[config.mk]
export PLATFORM = sky130hd
export DESIGN_NAME = arwc_top
export DESIGN_NICKNAME = d
export VERILOG_FILES = /design/src/design/arwc_pkg.sv /design/src/design/arwc_top.sv /design/src/design/arwc_unit.sv
export SDC_FILE = /design/constraint.sdc
export NUM_CORES = 1
export LEC_CHECK = 0
export BUFFER_PORTS_ARGS = -buffer_cell sky130_fd_sc_hd__buf_2
export CAP_MARGIN = 10
export CORE_ASPECT_RATIO = 0.6
export CORE_UTILIZATION = 26
export DETAILED_ROUTE_END_ITERATION = 10
export GPL_ROUTABILITY_DRIVEN = 0
export SLEW_MARGIN = 20
export SYNTH_ARGS = -nofsm -noshare
export SYNTH_HDL_FRONTEND = slang
export SYNTH_SLANG_ARGS = --single-unit
[constraint.sdc]
create_clock -name hclk -period 3.5 [get_ports hclk]
set_clock_uncertainty 0.2 [all_clocks]
set_input_delay 0.875 -clock hclk [delete_from_list [all_inputs] [get_ports hclk]]
set_output_delay 0.875 -clock hclk [all_outputs]
set_load 0.01 [all_outputs]
[src/design/arwc_pkg.sv]
package arwc_pkg;

    // Byte offsets of the registers on the bus.
    localparam logic [7:0] CMP0_OFF      = 8'h28;
    localparam logic [7:0] CMP1_OFF      = 8'h2c;
    localparam logic [7:0] FLAG_OFF      = 8'h30;
    localparam logic [7:0] IRQ_STAT_OFF  = 8'h38;
    localparam logic [7:0] IRQ_MASK_OFF  = 8'h3c;
    localparam logic [7:0] FMT_OFF       = 8'h40;

    // Field positions of a compare unit configuration word.
    localparam int THR_LSB   = 16;
    localparam int THR_MSB   = 27;
    localparam int CNT_LSB   = 8;
    localparam int CNT_MSB   = 11;
    localparam int CH_LSB    = 3;
    localparam int CH_MSB    = 5;
    localparam int COND_BIT  = 2;
    localparam int IE_BIT    = 1;
    localparam int EN_BIT    = 0;

    // Writable bits of a configuration word; the rest read as zero.
    localparam logic [31:0] CFG_MASK  = 32'h0fff_0f3f;
    localparam logic [31:0] CFG_RESET = 32'h0000_0000;

    // Flag register bit positions.
    localparam int FLAG0_BIT = 1;
    localparam int FLAG1_BIT = 2;

    localparam int RES_W  = 12;
    localparam int CH_W   = 3;
    localparam int MCNT_W = 4;

    localparam logic [1:0] HTRANS_NONSEQ = 2'h2;

endpackage : arwc_pkg

[src/design/arwc_top.sv]
// Implementation choice: the AHB-Lite register port.
module arwc_top
(
    input  wire logic                          hclk,
    input  wire logic                          hresetn,
    input  wire logic                          hsel,
    input  wire logic [31:0]                   haddr,
    input  wire logic [1:0]                    htrans,
    input  wire logic                          hwrite,
    input  wire logic [2:0]                    hsize,
    input  wire logic [31:0]                   hwdata,
    input  wire logic                          hready,
    output logic      [31:0]                   hrdata,
    output logic                               hreadyout,
    output logic                               hresp,
    input  wire logic                          res_load,
    input  wire logic [arwc_pkg::CH_W-1:0]     res_ch,
    input  wire logic [arwc_pkg::RES_W-1:0]    res_data,
    output logic                               unit0_match_flag,
    output logic                               unit1_match_flag,
    output logic                               irq
);

    localparam int NUNITS = 2;

    // Field slices below come from the package; refuse a package whose
    // field widths no longer agree with the datapath widths.
    if (arwc_pkg::THR_MSB - arwc_pkg::THR_LSB + 1 != arwc_pkg::RES_W)
    begin : g_bad_thr
        $error("threshold field width differs from result width");
    end

    if (arwc_pkg::CNT_MSB - arwc_pkg::CNT_LSB + 1 != arwc_pkg::MCNT_W)
    begin : g_bad_cnt
        $error("match count field width differs from counter width");
    end

    if (arwc_pkg::CH_MSB - arwc_pkg::CH_LSB + 1 != arwc_pkg::CH_W)
    begin : g_bad_ch
        $error("channel field width differs from channel port width");
    end

    // Both flags share one register, so their bits must not collide.
    if (arwc_pkg::FLAG0_BIT == arwc_pkg::FLAG1_BIT)
    begin : g_bad_flag
        $error("both compare flags sit on the same bit");
    end

    // A write mask that hid a control bit would leave a unit unusable.
    if (!arwc_pkg::CFG_MASK[arwc_pkg::EN_BIT]
        || !arwc_pkg::CFG_MASK[arwc_pkg::IE_BIT]
        || !arwc_pkg::CFG_MASK[arwc_pkg::COND_BIT])
    begin : g_bad_mask
        $error("config write mask hides a control bit");
    end

    // Address phase capture.
    logic        wr_pend_r;
    logic        rd_pend_r;
    logic [7:0]  addr_r;
    logic        take;

    // Register state.
    logic [31:0]       cfg_r [NUNITS];
    logic [NUNITS-1:0] flag_r;
    logic [NUNITS-1:0] irq_stat_r;
    logic [NUNITS-1:0] irq_mask_r;
    logic              result_format_select_r;
    logic [NUNITS-1:0] hit;
    logic [NUNITS-1:0] cfg_wr;
    logic [NUNITS-1:0] flag_clr;
    logic [NUNITS-1:0] rise;
    logic              stat_rd;
    logic [31:0]       rd_val;

    // Only NONSEQ starts a transfer; IDLE and BUSY slots are ignored.
    assign take = hsel && hready && (htrans == arwc_pkg::HTRANS_NONSEQ);

    // The slave never stalls, so every access completes in one data phase.
    assign hreadyout = 1'b1;
    assign hresp     = 1'b0;

    // Latch the address phase for the following data phase.
    always_ff @(posedge hclk or negedge hresetn)
    begin
        if (!hresetn)
        begin
            wr_pend_r <= 1'b0;
            rd_pend_r <= 1'b0;
            addr_r    <= 8'h00;
        end
        else
        begin
            wr_pend_r <= take && hwrite;
            rd_pend_r <= take && !hwrite;
            if (take)
                addr_r <= haddr[7:0];
        end
    end

    // Write and status-read decodes act in the data phase, while hwdata stands.
    assign cfg_wr[0] = wr_pend_r && (addr_r == arwc_pkg::CMP0_OFF);
    assign cfg_wr[1] = wr_pend_r && (addr_r == arwc_pkg::CMP1_OFF);
    assign stat_rd   = rd_pend_r && (addr_r == arwc_pkg::IRQ_STAT_OFF);

    // Write-one-to-clear on the flag register.
    always_comb
    begin
        flag_clr = '0;
        if (wr_pend_r && addr_r == arwc_pkg::FLAG_OFF)
        begin
            flag_clr[0] = hwdata[arwc_pkg::FLAG0_BIT];
            flag_clr[1] = hwdata[arwc_pkg::FLAG1_BIT];
        end
    end

    // Per-unit config, unit logic and sticky flag.
    genvar gi;
    generate
        for (gi = 0; gi < NUNITS; gi++)
        begin : g_unit
            always_ff @(posedge hclk or negedge hresetn)
            begin
                if (!hresetn)
                    cfg_r[gi] <= arwc_pkg::CFG_RESET;
                else if (cfg_wr[gi])
                    cfg_r[gi] <= hwdata & arwc_pkg::CFG_MASK;
            end

            arwc_unit u_unit
            (
                .hclk       (hclk),
                .hresetn    (hresetn),
                .cfg        (cfg_r[gi]),
                .cfg_wr     (cfg_wr[gi]),
                .signed_fmt (result_format_select_r),
                .res_load   (res_load),
                .res_ch     (res_ch),
                .res_data   (res_data),
                .hit        (hit[gi])
            );

            // A new hit wins over a clear in the same cycle.
            always_ff @(posedge hclk or negedge hresetn)
            begin
                if (!hresetn)
                    flag_r[gi] <= 1'b0;
                else if (hit[gi])
                    flag_r[gi] <= 1'b1;
                else if (flag_clr[gi])
                    flag_r[gi] <= 1'b0;
            end

            // Only a fresh flag with its irq enable raises a request.
            assign rise[gi] = hit[gi] && cfg_r[gi][arwc_pkg::IE_BIT];

            // Sticky interrupt status; a read clears it unless set again.
            always_ff @(posedge hclk or negedge hresetn)
            begin
                if (!hresetn)
                    irq_stat_r[gi] <= 1'b0;
                else if (rise[gi])
                    irq_stat_r[gi] <= 1'b1;
                else if (stat_rd)
                    irq_stat_r[gi] <= 1'b0;
            end

            // Per-unit register and status checks; both units alike.
            a_cfg_lands: assert property (
                @(posedge hclk) disable iff (!hresetn)
                cfg_wr[gi] |=> cfg_r[gi] ==
                    ($past(hwdata) & arwc_pkg::CFG_MASK))
                else $error("config write did not land");

            a_stat_sets: assert property (
                @(posedge hclk) disable iff (!hresetn)
                rise[gi] |=> irq_stat_r[gi])
                else $error("irq status not set on flag");

            a_stat_clears: assert property (
                @(posedge hclk) disable iff (!hresetn)
                stat_rd && !rise[gi] |=> !irq_stat_r[gi])
                else $error("irq status not cleared by read");

            a_stat_quiet: assert property (
                @(posedge hclk) disable iff (!hresetn)
                !irq_stat_r[gi] && !rise[gi] |=> !irq_stat_r[gi])
                else $error("irq status set without a flag");
        end
    endgenerate

    // Mask and result format registers.
    always_ff @(posedge hclk or negedge hresetn)
    begin
        if (!hresetn)
        begin
            irq_mask_r             <= '0;
            result_format_select_r <= 1'b0;
        end
        else if (wr_pend_r)
        begin
            if (addr_r == arwc_pkg::IRQ_MASK_OFF)
                irq_mask_r <= hwdata[NUNITS-1:0];
            if (addr_r == arwc_pkg::FMT_OFF)
                result_format_select_r <= hwdata[0];
        end
    end

    // Level interrupt: high while any unmasked status bit is set.
    assign irq              = |(irq_stat_r & irq_mask_r);
    assign unit0_match_flag = flag_r[0];
    assign unit1_match_flag = flag_r[1];

    // Read mux; unmapped offsets read as zero.
    always_comb
    begin
        rd_val = 32'h0000_0000;
        case (haddr[7:0])
            arwc_pkg::CMP0_OFF:     rd_val = cfg_r[0];
            arwc_pkg::CMP1_OFF:     rd_val = cfg_r[1];
            arwc_pkg::FLAG_OFF:
            begin
                rd_val[arwc_pkg::FLAG0_BIT] = flag_r[0];
                rd_val[arwc_pkg::FLAG1_BIT] = flag_r[1];
            end
            arwc_pkg::IRQ_STAT_OFF: rd_val[NUNITS-1:0] = irq_stat_r;
            arwc_pkg::IRQ_MASK_OFF: rd_val[NUNITS-1:0] = irq_mask_r;
            arwc_pkg::FMT_OFF:      rd_val[0] = result_format_select_r;
            default:                rd_val = 32'h0000_0000;
        endcase
    end

    // Read data is registered at the address phase edge.
    always_ff @(posedge hclk or negedge hresetn)
    begin
        if (!hresetn)
            hrdata <= 32'h0000_0000;
        else if (take && !hwrite)
            hrdata <= rd_val;
    end

    // Register bus checks: writes land and reads return what stood.
    a_mask_lands: assert property (
        @(posedge hclk) disable iff (!hresetn)
        wr_pend_r && addr_r == arwc_pkg::IRQ_MASK_OFF
        |=> irq_mask_r == $past(hwdata[NUNITS-1:0]))
        else $error("irq mask write did not land");

    a_fmt_lands: assert property (
        @(posedge hclk) disable iff (!hresetn)
        wr_pend_r && addr_r == arwc_pkg::FMT_OFF
        |=> result_format_select_r == $past(hwdata[0]))
        else $error("format select write did not land");

    a_wr_decode: assert property (
        @(posedge hclk) disable iff (!hresetn)
        wr_pend_r |-> $past(take && hwrite))
        else $error("write data phase without address phase");

    a_rdata_holds: assert property (
        @(posedge hclk) disable iff (!hresetn)
        !(take && !hwrite) |=> $stable(hrdata))
        else $error("read data moved without a read");

    a_cfg_read: assert property (
        @(posedge hclk) disable iff (!hresetn)
        take && !hwrite && haddr[7:0] == arwc_pkg::CMP0_OFF
        |=> hrdata == $past(cfg_r[0]))
        else $error("config read wrong");

    a_flag_read: assert property (
        @(posedge hclk) disable iff (!hresetn)
        take && !hwrite && haddr[7:0] == arwc_pkg::FLAG_OFF
        |=> hrdata[arwc_pkg::FLAG1_BIT] == $past(flag_r[1])
            && hrdata[arwc_pkg::FLAG0_BIT] == $past(flag_r[0]))
        else $error("flag register read wrong");

    a_stat_read: assert property (
        @(posedge hclk) disable iff (!hresetn)
        take && !hwrite && haddr[7:0] == arwc_pkg::IRQ_STAT_OFF
        |=> hrdata[NUNITS-1:0] == $past(irq_stat_r))
        else $error("irq status read wrong");

    // Flag and interrupt checks.
    a_flag_sets: assert property (
        @(posedge hclk) disable iff (!hresetn)
        hit[0] |=> unit0_match_flag)
        else $error("unit 0 flag not set on hit");

    a_flag1_sets: assert property (
        @(posedge hclk) disable iff (!hresetn)
        hit[1] |=> unit1_match_flag)
        else $error("unit 1 flag not set on hit");

    a_flag_holds: assert property (
        @(posedge hclk) disable iff (!hresetn)
        flag_r[1] && !flag_clr[1] |=> flag_r[1])
        else $error("unit 1 flag dropped without clear");

    a_flag0_holds: assert property (
        @(posedge hclk) disable iff (!hresetn)
        flag_r[0] && !flag_clr[0] |=> flag_r[0])
        else $error("unit 0 flag dropped without clear");

    a_flag_clears: assert property (
        @(posedge hclk) disable iff (!hresetn)
        flag_clr[0] && !hit[0] |=> !flag_r[0])
        else $error("unit 0 flag not cleared");

    a_flag1_clears: assert property (
        @(posedge hclk) disable iff (!hresetn)
        flag_clr[1] && !hit[1] |=> !flag_r[1])
        else $error("unit 1 flag not cleared");

    a_irq_needs_ie: assert property (
        @(posedge hclk) disable iff (!hresetn)
        $rose(irq_stat_r[0]) |-> $past(cfg_r[0][arwc_pkg::IE_BIT]))
        else $error("irq status without enable");

    a_irq_level: assert property (
        @(posedge hclk) disable iff (!hresetn)
        rise[1] && irq_mask_r[1]
        && !(wr_pend_r && addr_r == arwc_pkg::IRQ_MASK_OFF) |=> irq)
        else $error("unmasked irq not raised");

    c_hit0: cover property (@(posedge hclk) disable iff (!hresetn)
        hit[0]);
    c_hit1_signed: cover property (@(posedge hclk) disable iff (!hresetn)
        hit[1] && result_format_select_r);
    c_irq: cover property (@(posedge hclk) disable iff (!hresetn)
        $rose(irq));
    c_clear: cover property (@(posedge hclk) disable iff (!hresetn)
        flag_clr[0] && flag_r[0]);
    c_less_hit: cover property (@(posedge hclk) disable iff (!hresetn)
        hit[1] && !cfg_r[1][arwc_pkg::COND_BIT]);

endmodule : arwc_top

[src/design/arwc_unit.sv]
// One compare unit: decides on each loaded result and counts matches.
module arwc_unit
(
    input  wire logic                          hclk,
    input  wire logic                          hresetn,
    input  wire logic [31:0]                   cfg,
    input  wire logic                          cfg_wr,
    input  wire logic                          signed_fmt,
    input  wire logic                          res_load,
    input  wire logic [arwc_pkg::CH_W-1:0]     res_ch,
    input  wire logic [arwc_pkg::RES_W-1:0]    res_data,
    output logic                               hit
);

    logic [arwc_pkg::RES_W-1:0]  thr;
    logic [arwc_pkg::MCNT_W-1:0] limit;
    logic [arwc_pkg::MCNT_W:0]   cnt_r;
    logic [arwc_pkg::MCNT_W:0]   cnt_nxt;
    logic                        enabled;
    logic                        is_ge;
    logic                        match;

    assign thr     = cfg[arwc_pkg::THR_MSB:arwc_pkg::THR_LSB];
    assign limit   = cfg[arwc_pkg::CNT_MSB:arwc_pkg::CNT_LSB];
    assign enabled = cfg[arwc_pkg::EN_BIT];

    // Flipping the top bits turns a signed compare into an unsigned one.
    always_comb
    begin
        if (signed_fmt)
            is_ge = {~res_data[arwc_pkg::RES_W-1],
                     res_data[arwc_pkg::RES_W-2:0]} >=
                    {~thr[arwc_pkg::RES_W-1],
                     thr[arwc_pkg::RES_W-2:0]};
        else
            is_ge = res_data >= thr;
    end

    // A match needs an enabled unit, the watched channel and the condition.
    assign match = enabled && res_load
        && (res_ch == cfg[arwc_pkg::CH_MSB:arwc_pkg::CH_LSB])
        && (cfg[arwc_pkg::COND_BIT] ? is_ge : !is_ge);

    assign cnt_nxt = cnt_r + {{arwc_pkg::MCNT_W{1'b0}}, 1'b1};
    assign hit     = match && (cnt_nxt == {1'b0, limit} + 5'h01);

    // The counter restarts on disable, reconfiguration or a fired flag.
    always_ff @(posedge hclk or negedge hresetn)
    begin
        if (!hresetn)
            cnt_r <= '0;
        else if (cfg_wr || !enabled || hit)
            cnt_r <= '0;
        else if (match)
            cnt_r <= cnt_nxt;
    end

    a_cnt_off_zero: assert property (
        @(posedge hclk) disable iff (!hresetn)
        !enabled |=> cnt_r == '0)
        else $error("counter not idle while unit disabled");

    a_cnt_clears: assert property (
        @(posedge hclk) disable iff (!hresetn)
        hit |=> cnt_r == '0)
        else $error("counter not cleared after hit");

    a_cnt_step: assert property (
        @(posedge hclk) disable iff (!hresetn)
        match && !hit && !cfg_wr |=> cnt_r == $past(cnt_r) + 5'h01)
        else $error("counter did not step on match");

endmodule : arwc_unit

-- After elaboration in Yosys (flattened, before gate mapping)
Cells that the tools add are included.
- bits in registers: 103
- bits of input ports: 90
- output and inout bits: 37
- logic and storage cells: 99
- add/subtract/negate cells: 4
- order comparisons: 4
- eq/ne operators: 17
- multiplexer cells: 20
- bitwise operators: 4
- reductions and logical operators: 36
- operators by type and width (kind ; number):
    equality test 8 x 6 -> 1 bit, second input constant ; 10
    case mux 25 bit (2 select lines) ; 1
    >= comparator 12 bit ; 4
    2-to-1 mux 5 bit ; 4
    logical AND 1 bit ; 18
    equality test 8 x 7 -> 1 bit, second input constant ; 2
    nonzero test 2 bit ; 6
    2-to-1 mux 1 bit ; 11
    adder 4 x 1 -> 5 bit, second input constant ; 2
    adder 5 x 1 -> 5 bit, second input constant ; 2
    equality test 5 bit ; 2
    case mux 1 bit (5 select lines) ; 2
    equality test 3 bit ; 2
    logical NOT 1 bit ; 5
    logical OR 1 bit ; 4
    AND reduction 2 bit ; 2
    inverter 1 bit ; 3
    case mux 1 bit (3 select lines) ; 1
    AND 2 bit ; 1
    equality test 2 bit, second input constant ; 1
    2-to-1 mux 2 bit ; 1
    OR reduction 2 bit ; 1

-- Longest topological paths before layout
Gate-level depths: netlist of run 1.
- word-level depth: 9
- depth in mapped cells: 8
- depth with buffers taken out: 8

-- Cells and area by module
A second synthesis of run 1 with hierarchy kept.
- cells, all modules: 488
- area, all modules: 5296.3 um2
- modules (own cells, without submodules) (module ; times used ; cells each ; area each (um2) ; seq. area each (um2)):
    arwc_top ; 1 ; 276 ; 3584.7 ; 2077.0
    arwc_unit ; 2 ; 106 ; 855.8 ; 125.1

-- Worst setup path before layout of run 1
OpenSTA, ideal clock, no wires.
- path kind: in2reg
- start: input port res_data[11] in the netlist's numbering
- end: register irq_stat_r[1]
- library setup time: 0.122 ns
- arrival time: 2.807 ns
- data required time: 3.178 ns
- path slack: 0.371 ns
- stages: 7
- path buffers: 0
- path through: inv_1 -> ha_1 -> a221o_1 -> a2111o_1 -> o311a_1 -> o21a_1 -> a32o_1
- word-level cells in the longest chain between the ends: 9
- elaborated cells on any way between the ends: 11
- classes of those cells: order compare (2); mux (3); bitwise (1); reduce/logical (5)
- RTL lines (element ; RTL line ; RTL):
    start, declared ; arwc_top.sv:18 ; input wire logic [arwc_pkg::RES_W-1:0] res_data,
    inverter 1 bit ; arwc_unit.sv:31 ; is_ge = {~res_data[arwc_pkg::RES_W-1],
    >= comparator 12 bit ; arwc_unit.sv:32 ; res_data[arwc_pkg::RES_W-2:0]} >=
    2-to-1 mux 1 bit (*) ; arwc_unit.sv:30 ; if (signed_fmt)
    logical NOT 1 bit ; arwc_unit.sv:42 ; && (cfg[arwc_pkg::COND_BIT] ? is_ge : !is_ge);
    2-to-1 mux 1 bit (*) ; arwc_unit.sv:42 ;
    logical AND 1 bit (*) ; arwc_unit.sv:42 ;
    logical AND 1 bit (*) ; arwc_unit.sv:45 ; assign hit = match && (cnt_nxt == {1'b0, limit} + 5'h01);
    logical AND 1 bit (*) ; arwc_top.sv:155 ; assign rise[gi] = hit[gi] && cfg_r[gi][arwc_pkg::IE_BIT];
    2-to-1 mux 1 bit / nonzero test 2 bit (equally long branches) ; -- ;
    end signal, assigned by index ; arwc_top.sv:161 ; irq_stat_r[gi] <= 1'b0;
    end signal, assigned by index ; arwc_top.sv:163 ; irq_stat_r[gi] <= 1'b1;
    end signal, assigned by index ; arwc_top.sv:165 ; irq_stat_r[gi] <= 1'b0;
    end, declared ; arwc_top.sv:66 ; logic [NUNITS-1:0] irq_stat_r;
Every way passes the cells marked *; elsewhere a longest branch is shown, timed or not.
A chain may end at the register's enable or synchronous reset.

-- Worst setup path after layout of run 1
Ends and elaborated chain as after synthesis.

==> results.py, run 1 <==
metrics = {
    "global_routing": {
        "antenna_violations_before_repair": 0,
        "grtUsageTotal_pct": 14.0,
        "first_global_vias": 3734,
        "gr_ovfl_total": 0,
        "wire_length_of_the_first_global_routing_pass_um": 21100,
        "grt_max_degree": 44,
    },
    "cells_and_area": {
        "non_filler_instance_count_after_layout": 819,
        "syn2layout_area_growth_pct": 19.9,
        "leading_cell_type_in_the_layout_fill_and_taps_excluded": "sky130_fd_sc_hd__dfrtp_1",
        "layout_cell_share_with_drive_strength_beyond_1_pct": 25.5,
        "finalInstanceArea_mm2": 0.00606,
        "total_number_of_nets_in_the_final_design": 688,
        "diodes": 0,
        "finish.utilization_pct": 31.9,
        "layout.cells.most_common_list": "sky130_fd_sc_hd__dfrtp_1, sky130_fd_sc_hd__buf_2, sky130_fd_sc_hd__nand2_1",
    },
    "route": {
        "drt.antenna.violating_nets": 0,
        "sum_of_routed_wire_segments_on_met1_um": 7390,
        "routed-via-count": 3762,
        "top_signal_layer_used": "met4",
        "firstDrtPassIters": 6,
        "detail_route.wirelength_um": 13100,
        "met3WireLength_um": 698,
        "avgRoutedWirePerCell_um": 16.0,
        "post_dr_vias_cell": 4.59,
        "drtIter0Drc": 161,
        "met2RoutedLength_um": 4930,
        "post-route-drc-count": 0,
    },
    "clocking": {
        "htreeDepth": 3,
        "cts_hold_repair.buffers": 0,
        "setup_bufs_post_cts": 0,
        "clock_latency_ns": 0.35,
        "cts_made_buffers": 9,
        "tritoncts": "yes",
        "cts_root_buffer": "sky130_fd_sc_hd__clkbuf_16",
        "post_cts_resize_count": 0,
        "path_clk_slew_ns": 0.07,
        "clock_sink_count": 93,
        "max-clock-path-buffers": 2,
    },
    "setup_path": {
        "cp_num_buf_inv": 2,
        "worst-endpoint-arrival_ns": 3.13,
        "required_ns": 3.55,
        "critPathSlowestCell": "sky130_fd_sc_hd__o311a_1",
        "worst-setup-path-type": "in2reg",
        "cp_peak_stage_delay_ns": 0.45,
        "critPathLaunch": "res_data[11]",
        "r2r-start": "cfg_r[50]$_DFFE_PN0P_",
        "cp-start-kind": "primary input",
        "cp_cell_sequence": "buf_2, inv_1, ha_1, a221o_1, a2111o_1, o311a_1, o21a_1, a32o_1",
        "crit_path_end_kind": "flip-flop",
        "cp_max_fo": 6,
        "timing.critical_path.max_delay_family": "compound AO/OA/AOI/OAI gates",
    },
    "floorplanning": {
        "dieArea_mm2": 0.0200,
        "std_cell_rows": 39,
        "pin_count": 127,
        "die_width_um": 182,
        "floorplan.die.height_um": 110,
        "core-area_mm2": 0.0190,
        "start_util_pct": 26.6,
    },
    "synthesis": {
        "synth.largest_area_cell": "sky130_fd_sc_hd__dfrtp_1",
        "count_of_cell_types_in_the_netlist": 63,
        "seq_area_frac_synth_pct": 46.0,
        "synthesis.area_per_instance_um2": 10.4,
        "synth_edf_count": 0,
        "synth_top_area_share_pct": 46.0,
        "syn-cell-area_mm2": 0.00506,
        "synth-main-ff-cell": "sky130_fd_sc_hd__dfrtp_1",
        "synth.area.top_cells": "sky130_fd_sc_hd__dfrtp_1, sky130_fd_sc_hd__ha_1, sky130_fd_sc_hd__mux2_2",
        "synthesis.instances": 484,
        "synth-seq-cells": 93,
        "yosysWarningCount": 0,
        "async_reset_ff_share_pct": 100,
    },
    "timing": {
        "hold_viol": 0,
        "worst_slew_margin_rel_pct": 56.5,
        "finalMaxSlewViolations": 0,
        "period_needed_ns": 3.09,
        "fmax_ghz": 0.324,
        "tightest_slew_ns": 0.648,
        "setup_viol_count_final": 0,
        "setup-tns-final_ns": 0,
        "worst_hold_slack_ns": 0.272,
        "grt_setup_unrepaired": "no",
        "post-route-period-util_pct": 88.2,
    },
    "place": {
        "post-dp-hpwl_um": 9720,
        "post-place-cells": 803,
        "numPortBuffers": 77,
        "placedInstanceArea_mm2": 0.00576,
    },
    "hold_path": {
        "hp-start": "hrdata[19]$_DFFE_PN0P_",
        "hold_path_class": "reg2reg",
    },
    "power": {
        "power.static_leakage_uw": 0.00292,
        "power_density_mw_per_mm2": 395,
        "peakVddDrop_v": 0.000207,
    },
    "status": {
        "status": "finished clean",
    },
    "run": {
        "cap_viol_max_count": 0,
    },
}
## metrics by stage
stage                     worst slack [ns]  total power [µW]
after floorplan                      0.371              1290
after global placement              0.0769              1400
after detailed placement            0.0645              1400
after CTS                            0.437              2430
after global routing                 0.289              2510
final                                0.414              2390
## synth_stat cells (3+ instances only)
cell type,number
sky130_fd_sc_hd__a22oi_1,19
sky130_fd_sc_hd__ha_1,30
sky130_fd_sc_hd__dfrtp_1,93
sky130_fd_sc_hd__o21ai_0,49
sky130_fd_sc_hd__nand2_1,63
sky130_fd_sc_hd__nor2_1,10
sky130_fd_sc_hd__and3_1,3
sky130_fd_sc_hd__mux2_2,32
sky130_fd_sc_hd__a211oi_1,4
sky130_fd_sc_hd__mux2i_1,4
sky130_fd_sc_hd__nand4_1,3
sky130_fd_sc_hd__a21o_1,3
sky130_fd_sc_hd__nor3_1,4
sky130_fd_sc_hd__nand3_1,9
sky130_fd_sc_hd__a22o_1,4
sky130_fd_sc_hd__o21ai_1,3
sky130_fd_sc_hd__or3_1,3
sky130_fd_sc_hd__xnor2_1,14
sky130_fd_sc_hd__nand2b_1,7
sky130_fd_sc_hd__inv_1,28
sky130_fd_sc_hd__xor2_1,8
sky130_fd_sc_hd__clkbuf_1,15
sky130_fd_sc_hd__o22ai_1,4
sky130_fd_sc_hd__buf_4,12
sky130_fd_sc_hd__nor2b_1,7
sky130_fd_sc_hd__a32o_1,3
## state kept, by name, summed over array words and instances, names as in the netlist
name                    count
result_format_select_r      1
irq_stat_r                  2
cfg_r                      44
hrdata                     22
irq_mask_r                  2
addr_r                      8
rd_pend_r                   1
g_unit.u_unit.cnt_r        10
unit0_match_flag            1
unit1_match_flag            1
wr_pend_r                   1
## per-layer routing
layer / global-route usage, % / up-vias
met3: 4.40 / 8
li1: - / 1881
met2: 18.4 / 83
met5: 0 / -
met1: 21.7 / 1790
met4: 3.06 / 0
## power breakdown
part	switching, µW	total, µW	internal (µW)
Combinational	127	226	99.3
Sequential	40.2	1160	1120
Clock	437	1010	575
Total	604	2390	1790
## worst paths after layout
kind | end | slack [ns] | cells after the start
setup reg to reg | g_unit[0].u_unit.cnt_r[2]$_DFFE_PN0P_ | 0.66 | 8
min in group asynchronous | addr_r[1]$_DFFE_PN0P_ | 0.29 | 1
max in group asynchronous | cfg_r[57]$_DFFE_PN0P_ | 2.17 | 2
hold / removal | hrdata[19]$_DFFE_PN0P_ | 0.27 | 2
setup / recovery | irq_stat_r[1]$_DFFE_PN0P_ | 0.41 | 8
hold reg to reg | hrdata[19]$_DFFE_PN0P_ | 0.27 | 2
## final cells by class
cell class              count  area [µm²]
clock buffers              11         243
multi-input cells         346        2520
inverters                  28         105
clock inverters             5        58.8
repair buffers             90         498
well taps                 246         308
flip-flops and latches     93        2330
fillers                  1989       13000
## worst reg2reg max path, cell delays in order, from the launching register on
cell	delay, ns
sky130_fd_sc_hd__dfrtp_1	0.38
sky130_fd_sc_hd__inv_1	0.08
sky130_fd_sc_hd__ha_1	0.24
sky130_fd_sc_hd__a211oi_1	0.24
sky130_fd_sc_hd__o21ai_1	0.17
sky130_fd_sc_hd__a2111oi_2	0.46
sky130_fd_sc_hd__nor3_1	0.14
sky130_fd_sc_hd__or4b_1	0.59
sky130_fd_sc_hd__o32ai_1	0.24
## cells by family (layout without fill, tap and decap cells)
group | count (synthesis) | after routing | synth area share [%]
buf+inv | 55 | 134 | 4.97
compound gates | 113 | 113 | 15.0
mux | 37 | 37 | 8.36
flops | 93 | 93 | 46.0
simple gates | 130 | 130 | 13.3
other cells | 2 | 12 | 0.148
xor+xnor | 24 | 24 | 4.73
fa+ha+maj | 30 | 30 | 7.42
(Power assumes the default switching activity.)
==> run 2: changes to the inputs <==
- PLACE_DENSITY: not set -> 0.52
==> run 2 against run 1 <==
Fmax about the same. Via count up 4.3%. Clock power about the same. Register-to-register slack about the same. Total power down 0.90%. Clock-buffer cell count up 1. Highest routed layer unchanged. Global-route usage up 0.31 points. Final cell count down 0.61%. Die area unchanged. Critical path type unchanged. Largest power group unchanged. Cell area down 0.64%. Non-clock buffer count down 4. Worst setup slack better by 0.0014 ns.
==> results.py, run 2 (synthesized netlist as in run 1, its figures left out) <==
metrics = {
    "status": {
        "status": "finished clean",
    },
    "floorplanning": {
        "std_cell_rows": 39,
        "die_width_um": 182,
        "floorplan.die.height_um": 110,
        "core-area_mm2": 0.0190,
        "pin_count": 127,
        "dieArea_mm2": 0.0200,
        "start_util_pct": 26.6,
    },
    "power": {
        "power_density_mw_per_mm2": 394,
        "peakVddDrop_v": 0.000223,
        "power.static_leakage_uw": 0.00289,
        "share_clk_of_total_power_pct": 41.8,
        "power.net_switching_uw": 587,
        "pwr-share-comb_pct": 9.5,
        "internal-power_uw": 1790,
        "netSwitchingFraction_pct": 24.7,
        "power.sequential.fraction_pct": 48.7,
    },
    "cells_and_area": {
        "number_of_flip_flops_under_the_largest_register_name": 44,
        "diodes": 0,
        "non_filler_instance_count_after_layout": 814,
        "fill_cells": 1974,
        "syn2layout_area_growth_pct": 19.1,
        "layout_cell_share_with_drive_strength_beyond_1_pct": 24.6,
        "total_number_of_nets_in_the_final_design": 684,
        "layout_top_registers": "cfg_r (44), hrdata (22), g_unit.u_unit.cnt_r (10)",
        "layout.cells.most_common_list": "sky130_fd_sc_hd__dfrtp_1, sky130_fd_sc_hd__buf_2, sky130_fd_sc_hd__nand2_1",
        "regMostFlops": "cfg_r",
        "leading_cell_type_in_the_layout_fill_and_taps_excluded": "sky130_fd_sc_hd__dfrtp_1",
        "finalInstanceArea_mm2": 0.00603,
    },
    "timing": {
        "worst_slew_margin_rel_pct": 57.5,
        "grt_setup_unrepaired": "no",
        "finalMaxSlewViolations": 0,
        "hold_viol": 0,
        "tightest_slew_ns": 0.632,
        "setup-tns-final_ns": 0,
        "fmax_ghz": 0.324,
        "setup_viol_count_final": 0,
        "period_needed_ns": 3.08,
        "post-route-period-util_pct": 88.1,
    },
    "setup_path": {
        "critPathSlowestCell": "sky130_fd_sc_hd__or4b_1",
        "worst-setup-path-type": "in2reg",
        "worst-endpoint-arrival_ns": 3.13,
        "cp_max_fo": 4,
        "cp-start-kind": "primary input",
        "crit_path_end_kind": "flip-flop",
        "cp_num_buf_inv": 1,
        "cp_peak_stage_delay_ns": 0.59,
        "cp_cell_sequence": "buf_2, ha_1, a211oi_1, o21ai_1, a2111oi_2, nor3_1, or4b_1, o32ai_1",
        "required_ns": 3.54,
        "timing.critical_path.max_delay_family": "compound AO/OA/AOI/OAI gates",
    },
    "global_routing": {
        "grt_max_degree": 52,
        "wire_length_of_the_first_global_routing_pass_um": 21500,
        "antenna_violations_before_repair": 0,
        "grt_use_met2_pct": 20.6,
        "grt_use_met1_pct": 21.1,
        "top_usage_layer": "met1",
        "grtUsageTotal_pct": 14.3,
        "grt_use_met3_pct": 4.11,
        "gr_ovfl_total": 0,
        "first_global_vias": 3889,
    },
    "clocking": {
        "max-clock-path-buffers": 2,
        "tritoncts": "yes",
        "setup_bufs_post_cts": 0,
        "htreeDepth": 3,
        "clock_latency_ns": 0.35,
        "cts_hold_repair.buffers": 0,
        "clock_sink_count": 93,
        "cts_made_buffers": 9,
        "path_clk_slew_ns": 0.07,
        "cts_root_buffer": "sky130_fd_sc_hd__clkbuf_16",
        "post_cts_resize_count": 0,
    },
    "route": {
        "firstDrtPassIters": 5,
        "avgRoutedWirePerCell_um": 16.7,
        "routed-via-count": 3922,
        "drt.antenna.violating_nets": 0,
        "post-route-drc-count": 0,
        "drtIter0Drc": 201,
        "detail_route.wirelength_um": 13600,
        "post_dr_vias_cell": 4.82,
    },
    "run": {
        "cap_viol_max_count": 0,
    },
    "place": {
        "numPortBuffers": 77,
        "post-place-cells": 799,
        "post-dp-hpwl_um": 10100,
        "placedInstanceArea_mm2": 0.00573,
    },
    "hold_path": {
        "hold_path_class": "reg2reg",
    },
}
==> run 2: per-stage QoR <==
step / utilization, % / setup slack, ns / power [µW] / hold WS [ns]
2_1_floorplan: - / 0.371 / 1290 / 0.284
3_3_place_gp: 30.1 / 0.126 / 1390 / 0.266
3_5_place_dp: 30.1 / 0.0505 / 1400 / 0.267
4_1_cts: 31.7 / 0.413 / 2410 / 0.280
5_1_grt: 31.7 / 0.266 / 2480 / 0.307
6_report: 31.7 / 0.415 / 2370 / 0.273
==> run 2: power by group through the flow <==
stage	sequential, µW	combinational [µW]	clock (µW)
2_1_floorplan	1160	131	0
3_3_place_gp	1170	220	0
3_5_place_dp	1180	228	0
4_1_cts	1150	229	1030
5_1_grt	1160	257	1070
6_report	1160	226	991
==> run 2: layer usage <==
metal	vias up	share of wire [%]
li1	1869	-
met1	1931	52
met2	115	41
met3	7	5.6
met4	0	0.75
met5	-	0
==> run 2: area by class of cell <==
type                       instances  area [µm²]  share of cell area [%]
clock inverter                     3        46.3                   0.768
multi-input combinational        346        2520                    41.9
inverter                          28         105                    1.74
clock buffer                      12         246                    4.09
timing repair buffer              86         468                    7.77
tap                              246         308                    5.11
sequential                        93        2330                    38.6
==> run 2: tightest hold or removal path: cells and delay by family (launching register included) <==
family / cells / cell delay (ns)
flip-flops: 1 / 0.33
AO/OA/AOI/OAI: 1 / 0.06
AND/OR/NAND/NOR: 1 / 0.05
==> run 2: worst paths after layout <==
| path | from | to | slack [ns] | cells after the start |
|---|---|---|---|---|
| max in group asynchronous | hresetn | irq_mask_r[1]$_DFFE_PN0P_ | 2.04 | 2 |
| worst max register to register | g_unit[0].u_unit.cnt_r[0]$_DFFE_PN0P_ | g_unit[0].u_unit.cnt_r[2]$_DFFE_PN0P_ | 0.66 | 7 |
| worst min-delay path | hrdata[26]$_DFFE_PN0P_ | hrdata[26]$_DFFE_PN0P_ | 0.27 | 2 |
| min in group asynchronous | hresetn | addr_r[2]$_DFFE_PN0P_ | 0.33 | 1 |
| worst max-delay path | res_data[2] | g_unit[0].u_unit.cnt_r[2]$_DFFE_PN0P_ | 0.42 | 8 |
| worst min register to register | hrdata[26]$_DFFE_PN0P_ | hrdata[26]$_DFFE_PN0P_ | 0.27 | 2 |
